### src/core/lsbc_params.svh
// Constants for the load-switch and buck-1 configuration registers.
// Assumes one 100 MHz register clock; included by the package and the core.
`ifndef LSBC_PARAMS_SVH
`define LSBC_PARAMS_SVH

// Register subaddresses
`define ADDR_LOAD_SWITCH_CONFIG 8'h15
`define ADDR_BUCK1_CONTROL      8'h16
`define ADDR_W                  8

// Reset values
`define RST_LOAD_SWITCH_CONFIG  8'h00
`define RST_BUCK1_CONTROL       8'h99

// Field positions, load-switch register
`define LS_CUT_LSB              3
`define LS_CUT_MSB              5
`define LS_DIS_LSB              0
`define LS_DIS_MSB              2
`define NUM_SWITCHES            3

// Field positions, buck-1 register
`define BUCK_PFM_BIT            7
`define BUCK_RSVD_BIT           6
`define BUCK_CODE_LSB           0
`define BUCK_CODE_MSB           5
`define BUCK_CODE_W             6

// Blanking time after a buck-1 write
`define BLANK_TIME_MS           5
`define CLK_PERIOD_NS           10
`define NS_PER_MS               1000000
`define BLANK_CNT_W             20

`endif

### src/core/lsbc_pkg.sv
// Types for the load-switch and buck-1 configuration registers.
// Assumes lsbc_params.svh is on the include path.
`include "lsbc_params.svh"

package lsbc_pkg;

	typedef enum logic [0:0] {
		ST_MONITOR = 1'b0,
		ST_BLANK   = 1'b1
	} blank_state_t;

	typedef logic [`BUCK_CODE_W-1:0] vout_code_t;

endpackage : lsbc_pkg

### src/core/loadswitch_buck1_config_regs.sv
// Load-switch configuration and buck-1 control registers with their effects.
// Assumes a serial decoder on ref_clk presents register accesses and the
// unlock and apply strobes; comparator outputs arrive asynchronously.
//
// Functional notes
// - load-switch register at 0x15, reset 0x00
// - cut bit turns switch off on power-fail
// - discharge bit discharges switch output while off
// - buck-1 register at 0x16, reset 0x99
// - buck-1 writes need a completed unlock
// - buck-1 write blanks voltage fault reports 5 ms
// - new voltage code applies only on go
// - bit 7 selects pulse-skip, else forced fixed-frequency
// - bits 5-0 hold voltage code, reset 19h
`timescale 1ns/1ns
`include "lsbc_params.svh"

module loadswitch_buck1_config_regs
	import lsbc_pkg::*;
#(
	parameter int unsigned BLANK_CYCLES = `BLANK_TIME_MS * (`NS_PER_MS / `CLK_PERIOD_NS)
) (
	// Clock and reset
	input  wire logic                      ref_clk,
	input  wire logic                      rst_n,
	// Register access from the serial decoder
	input  wire logic                      reg_wr,
	input  wire logic                      reg_rd,
	input  wire logic [`ADDR_W-1:0]        reg_addr,
	input  wire logic [7:0]                reg_wdata,
	output logic      [7:0]                reg_rdata_q,
	input  wire logic                      unlock_ok,
	// Apply strobes from the go register
	input  wire logic                      voltage_apply_go,
	input  wire logic                      voltage_apply_alt,
	// Load switch control
	input  wire logic [`NUM_SWITCHES-1:0]  sw_on_req,
	input  wire logic                      power_fail_out_n,
	output logic      [`NUM_SWITCHES-1:0]  sw_on_q,
	output logic      [`NUM_SWITCHES-1:0]  sw_discharge_q,
	// Buck-1 control
	output logic                           pulse_skip_en_q,
	output vout_code_t                     buck1_vout_code_q,
	input  wire logic                      buck1_ov_raw,
	input  wire logic                      buck1_uv_raw,
	output logic                           buck1_fault_q,
	output logic                           buck1_blank_q
);

	////////////////////////////////////////////////////////////////////////////
	// Synchronisers

	logic [1:0] pf_sync_q;
	logic [1:0] ov_sync_q;
	logic [1:0] uv_sync_q;

	always_ff @(posedge ref_clk) begin
		if (!rst_n) begin
			pf_sync_q <= 2'h3;
			ov_sync_q <= 2'h0;
			uv_sync_q <= 2'h0;
		end else begin
			pf_sync_q <= {pf_sync_q[0], power_fail_out_n};
			ov_sync_q <= {ov_sync_q[0], buck1_ov_raw};
			uv_sync_q <= {uv_sync_q[0], buck1_uv_raw};
		end
	end

	logic pf_n_s;
	assign pf_n_s = pf_sync_q[1];

	////////////////////////////////////////////////////////////////////////////
	// Register writes

	logic                     ls_hit;
	logic                     buck_hit;
	logic                     ls_wr_ok;
	logic                     buck_wr_ok;
	logic [`LS_CUT_MSB:0]     ls_cfg_q;
	logic                     pfm_q;
	vout_code_t               code_q;

	// Reset images, sliced per field so no bit is dropped silently
	localparam logic [7:0] LS_RST   = `RST_LOAD_SWITCH_CONFIG;
	localparam logic [7:0] BUCK_RST = `RST_BUCK1_CONTROL;

	assign ls_hit     = (reg_addr == `ADDR_LOAD_SWITCH_CONFIG);
	assign buck_hit   = (reg_addr == `ADDR_BUCK1_CONTROL);
	assign ls_wr_ok   = reg_wr && ls_hit && unlock_ok;
	assign buck_wr_ok = reg_wr && buck_hit && unlock_ok;

	// Only writable bits are stored, so reserved bits cannot hold stray data
	always_ff @(posedge ref_clk) begin
		if (!rst_n) begin
			ls_cfg_q <= LS_RST[`LS_CUT_MSB:0];
		end else if (ls_wr_ok) begin
			ls_cfg_q <= reg_wdata[`LS_CUT_MSB:0];
		end
	end

	always_ff @(posedge ref_clk) begin
		if (!rst_n) begin
			pfm_q  <= BUCK_RST[`BUCK_PFM_BIT];
			code_q <= vout_code_t'(`RST_BUCK1_CONTROL);
		end else if (buck_wr_ok) begin
			pfm_q  <= reg_wdata[`BUCK_PFM_BIT];
			code_q <= reg_wdata[`BUCK_CODE_MSB:`BUCK_CODE_LSB];
		end
	end

	////////////////////////////////////////////////////////////////////////////
	// Register reads

	always_ff @(posedge ref_clk) begin
		if (!rst_n) begin
			reg_rdata_q <= 8'h00;
		end else if (reg_rd) begin
			if (ls_hit) begin
				reg_rdata_q <= {2'h0, ls_cfg_q};
			end else if (buck_hit) begin
				reg_rdata_q <= {pfm_q, 1'h0, code_q};
			end else begin
				reg_rdata_q <= 8'h00;
			end
		end
	end

	////////////////////////////////////////////////////////////////////////////
	// Load switches

	genvar gi;
	generate
		for (gi = 0; gi < `NUM_SWITCHES; gi++) begin : g_sw
			logic on_d;
			assign on_d = sw_on_req[gi] && !(ls_cfg_q[`LS_CUT_LSB + gi] && !pf_n_s);
			always_ff @(posedge ref_clk) begin
				if (!rst_n) begin
					sw_on_q[gi]        <= 1'b0;
					sw_discharge_q[gi] <= 1'b0;
				end else begin
					sw_on_q[gi]        <= on_d;
					// Tied to the next on state so discharge never fights a closing switch
					sw_discharge_q[gi] <= ls_cfg_q[`LS_DIS_LSB + gi] && !on_d;
				end
			end
		end
	endgenerate

	////////////////////////////////////////////////////////////////////////////
	// Buck-1 mode and voltage

	always_ff @(posedge ref_clk) begin
		if (!rst_n) begin
			pulse_skip_en_q <= BUCK_RST[`BUCK_PFM_BIT];
		end else begin
			pulse_skip_en_q <= pfm_q;
		end
	end

	// The converter sees the stored code only on go, so a half-written
	// sequence of codes never reaches the output
	always_ff @(posedge ref_clk) begin
		if (!rst_n) begin
			buck1_vout_code_q <= vout_code_t'(`RST_BUCK1_CONTROL);
		end else if (voltage_apply_go || voltage_apply_alt) begin
			buck1_vout_code_q <= code_q;
		end
	end

	////////////////////////////////////////////////////////////////////////////
	// Monitor blanking

	blank_state_t             state_q;
	logic [`BLANK_CNT_W-1:0]  blank_cnt_q;
	localparam logic [`BLANK_CNT_W-1:0] BLANK_LAST = `BLANK_CNT_W'(BLANK_CYCLES - 1);

	// A write during blanking restarts the full interval
	always_ff @(posedge ref_clk) begin
		if (!rst_n) begin
			state_q     <= ST_MONITOR;
			blank_cnt_q <= '0;
		end else begin
			case (state_q)
				ST_MONITOR: begin
					if (buck_wr_ok) begin
						state_q     <= ST_BLANK;
						blank_cnt_q <= '0;
					end
				end
				ST_BLANK: begin
					if (buck_wr_ok) begin
						blank_cnt_q <= '0;
					end else if (blank_cnt_q == BLANK_LAST) begin
						state_q     <= ST_MONITOR;
						blank_cnt_q <= '0;
					end else begin
						blank_cnt_q <= blank_cnt_q + 1'b1;
					end
				end
				default: begin
					state_q <= ST_MONITOR;
				end
			endcase
		end
	end

	always_ff @(posedge ref_clk) begin
		if (!rst_n) begin
			buck1_fault_q <= 1'b0;
			buck1_blank_q <= 1'b0;
		end else begin
			buck1_fault_q <= (ov_sync_q[1] || uv_sync_q[1]) && (state_q == ST_MONITOR)
				&& !buck_wr_ok;
			buck1_blank_q <= (state_q == ST_BLANK) || buck_wr_ok;
		end
	end
endmodule : loadswitch_buck1_config_regs

### config.mk
export PLATFORM = sky130hd
export DESIGN_NAME = loadswitch_buck1_config_regs
export DESIGN_NICKNAME = d
export VERILOG_FILES = /design/src/core/lsbc_pkg.sv /design/src/core/loadswitch_buck1_config_regs.sv
export VERILOG_INCLUDE_DIRS = /design/src /design/src/core
export SDC_FILE = /design/constraint.sdc
export NUM_CORES = 1
export LEC_CHECK = 0
export BUFFER_PORTS_ARGS = -buffer_cell sky130_fd_sc_hd__buf_2
export CELL_PAD_IN_SITES_DETAIL_PLACEMENT = 1
export CELL_PAD_IN_SITES_GLOBAL_PLACEMENT = 2
export CORE_MARGIN = 1.5
export CORE_UTILIZATION = 29
export CTS_CLUSTER_SIZE = 10
export DETAILED_ROUTE_END_ITERATION = 10
export PLACE_DENSITY = 0.74
export SLEW_MARGIN = 20
export SYNTH_ARGS = -nofsm -noshare
export SYNTH_HDL_FRONTEND = slang
export SYNTH_SLANG_ARGS = --single-unit
export TNS_END_PERCENT = 50
### constraint.sdc
create_clock -name ref_clk -period 1.5 [get_ports ref_clk]
set_input_delay 0.15 -clock ref_clk [delete_from_list [all_inputs] [get_ports ref_clk]]
set_output_delay 0.15 -clock ref_clk [all_outputs]
set_load 0.02 [all_outputs]
==> reports/results.ini <==
[run_status]
status = finished, violations left
violations = negative setup slack

[final_layout]
final_layout_size_suffix_gt1_frac = 0.3297
final-instance-count-excl-fill = 475
n_antenna_cell = 0
nNetsFinal = 396
nFillCells = 976
final_cell_area_um2 = 3442
post-route-util = 0.4147
syn2layout_area_growth_pct = 36.53

[timing]
period_minus_slack_ns = 1.710
hold_ws_ns = 0.03474
fin_crit_sh = 1.140
skew_ns = 0.01094
setup_tns_ns = -2.196
setup_viol = 16
max_freq_mhz = 584.9
drv_slew = 0
fin_ws_ns = -0.2097
rsz0062_at_grt = yes
hold_viol = 0

[route]
vias = 2312
wl_met3_um = 282
wl_met1_mm = 3.282
topRoutingLayerUsed = met4
routedWlPerCell_um = 14.66
drtIter0Drc = 113
via_per_inst = 4.867
drt-pass1-iter-count = 4
dr_wl_met2_mm = 3.268
drc_errors = 0
wl_mm = 6.963
postRouteAntennaNets = 0

[grt]
grt_max_degree = 23
grt_pass1_wl_mm = 11.52
overflow = 0
antenna_found_initial = 0
grt_pass1_vias = 2422
grt_util_all_layers = 0.1666

[clocking]
cts_buffers = 9
cts_sinks = 62
cts_tree = built
root_buffer = clkbuf_8
h-tree-depth = 3
clock_path_buffers = 2
worstSkewPairLatency_ns = 0.34
path_clk_slew_ns = 0.08

[floorplan]
dieArea_um2 = 9262
initial_utilization = 0.3038
core_area_um2 = 8299
rows = 33
die_h_um = 96.24
io_pins = 52
die_w_um = 96.24

[synth]
ys_async_sr_fraction = 0
synth_edf_count = 0
synthTopCellsByCount = dfxtp_1, nand2_1, nor2_1
netlist_instances = 277
yosys_warnings = 0
synth_nets = 307
synth_largest_area_cell = dfxtp_1
synth_top_area_frac = 0.4923
avgSynthCellArea_um2 = 9.102
synth.yosys.seq_area_share = 0.4923
ys_top_cells_by_area = dfxtp_1, nand2_1, nand3_1
synth_most_common_cell = dfxtp_1
ys.flop_type = dfxtp_1
ys_ff_latch = 62
synth.distinct_cells = 47
synthesis.area_um2 = 2521

[critical_path]
r2r-end = blank_cnt_q[12]$_SDFFE_PN0P_
critPathMaxStageDelay_ns = 0.54
cpMaxStageDelayCell = or4b_4
ff2ff_setup_slack_ns = -0.21
ff2ff_path_depth = 6
cp_cell_sequence = or4b_4, nor4_4, buf_6, a22oi_1, o21ai_1, a21oi_1
worstSetupPathType = register to register
crit_fanout = 5
crit_start = blank_cnt_q[19]$_SDFFE_PN0P_
crit_buf_inv = 1
arrival_ns = 1.94
path_delay_family = simple AND/OR/NAND/NOR gates
startpoint_type = register
critPathCaptureType = register
cp.required_ns = 1.73
reg2reg_from = blank_cnt_q[19]$_SDFFE_PN0P_

[worst_hold_path]
min_from = reg_wdata[7]
min_path_cells = 3
hold_class = input pin to register
min_to = pfm_q$_SDFFE_PN1P_

[power]
leakage_uw = 0.001453
ir_worst_vdd_uv = 337.1
power_density_nw_per_um2 = 993.6

[placed_design]
gp_congestion = 0.7339
dpl_cell_area_um2 = 3146
dp_cells = 456
portBuffers = 49
dp_hpwl_mm = 5.136

[job]
drv_cap = 0

what timing repair did:
item	in CTS	in global routing
buffers inserted	0	1
gates resized for setup	1	13
hold buffers	3	0
setup endpoints to repair	16	17
endpoints found under the hold margin	3	0
pin swaps	1	7
per-layer routing:
metal  global-route usage  vias up
met3              0.04502       11
li1                     -     1150
met2               0.2729       38
met5                    0        -
met1               0.2035     1113
met4              0.07353        0
power breakdown:
| part | internal, uW | switching (uW) | total (uW) |
|---|---|---|---|
| Sequential | 1660 | 6.23 | 1670 |
| Clock | 918 | 661 | 1580 |
| Combinational | 73.5 | 99.1 | 173 |
worst register-to-register path, stage by stage, from the launching register on:
cell	delay, ns
dfxtp_2	0.32
or4b_4	0.54
nor4_4	0.24
buf_6	0.17
a22oi_1	0.09
o21ai_1	0.16
a21oi_1	0.08
metrics by stage:
| step | total power (uW) | setup WS (ns) |
|---|---|---|
| finish | 3420 | -0.2097 |
| global route | 3580 | -0.3137 |
| CTS | 3478 | -0.1818 |
| detailed placement | 1872 | -0.1243 |
| global placement | 1868 | -0.1104 |
| floorplan | 1785 | -0.1121 |
cell usage in the layout (no fill, tap or decap), drive strengths merged, types with 2 or more instances in the layout:
master       netlist  routed
buf                3      87
nand3             23      23
dfxtp             62      62
nor2              24      24
dlygate4sd3        0       3
o21ai             11      11
o211ai             3       3
mux2i              7       7
nand4bb            2       2
and2               8       8
clkinv             1       4
nand2b            10      10
a21oi             18      18
nand4b             2       2
xor2               9       9
inv                4       4
nor3               4       4
xnor2              2       2
bufinv             0       2
o31ai              4       4
and4               4       4
and3               5       5
nand2             33      33
clkbuf             9      10
nand4              6       6
nor2b              2       2
or4b               2       2
nor4               2       2
a22o               6       6
worst max-delay path by stage:
| stage | end | slack (ns) | depth (start not counted) |
|---|---|---|---|
| floorplan | blank_cnt_q[8]$_SDFFE_PN0P_ | -0.11 | 7 |
| global placement | blank_cnt_q[11]$_SDFFE_PN0P_ | -0.11 | 6 |
| detailed placement | blank_cnt_q[12]$_SDFFE_PN0P_ | -0.12 | 6 |
| CTS | blank_cnt_q[13]$_SDFFE_PN0P_ | -0.18 | 6 |
| global route | blank_cnt_q[12]$_SDFFE_PN0P_ | -0.31 | 6 |
| finish | blank_cnt_q[12]$_SDFFE_PN0P_ | -0.21 | 6 |
cell type report:
type	count	area (um^2)	share of cell area
Clock buffer	10	127.6	0.03708
Clock inverter	5	75.07	0.02181
Inverter	5	18.77	0.005453
Multi-Input combinational cell	198	1267	0.3682
Sequential cell	62	1245	0.3617
Tap cell	105	131.4	0.03817
Timing Repair Buffer	90	576.8	0.1676
registers in the layout, summed over array words and instances (netlist names), 2 cells and up:
name,flops
blank_cnt_q,20
ls_cfg_q,6
sw_on_q,3
code_q,6
reg_rdata_q,7
buck1_vout_code_q,6
uv_sync_q,2
ov_sync_q,2
sw_discharge_q,3
pf_sync_q,2
logic make-up (layout without fill, tap and decap cells):
group	count (synthesis)	after routing	synth area share
simple gates	129	129	0.2784
flops	62	62	0.4923
compound gates	49	49	0.1295
buf+inv	17	110	0.02729
xor+xnor	11	11	0.03822
mux	7	7	0.02779
fa+ha+maj	1	1	0.004962
other cells	1	1	0.001487
Power figures use the tool's default switching activity.
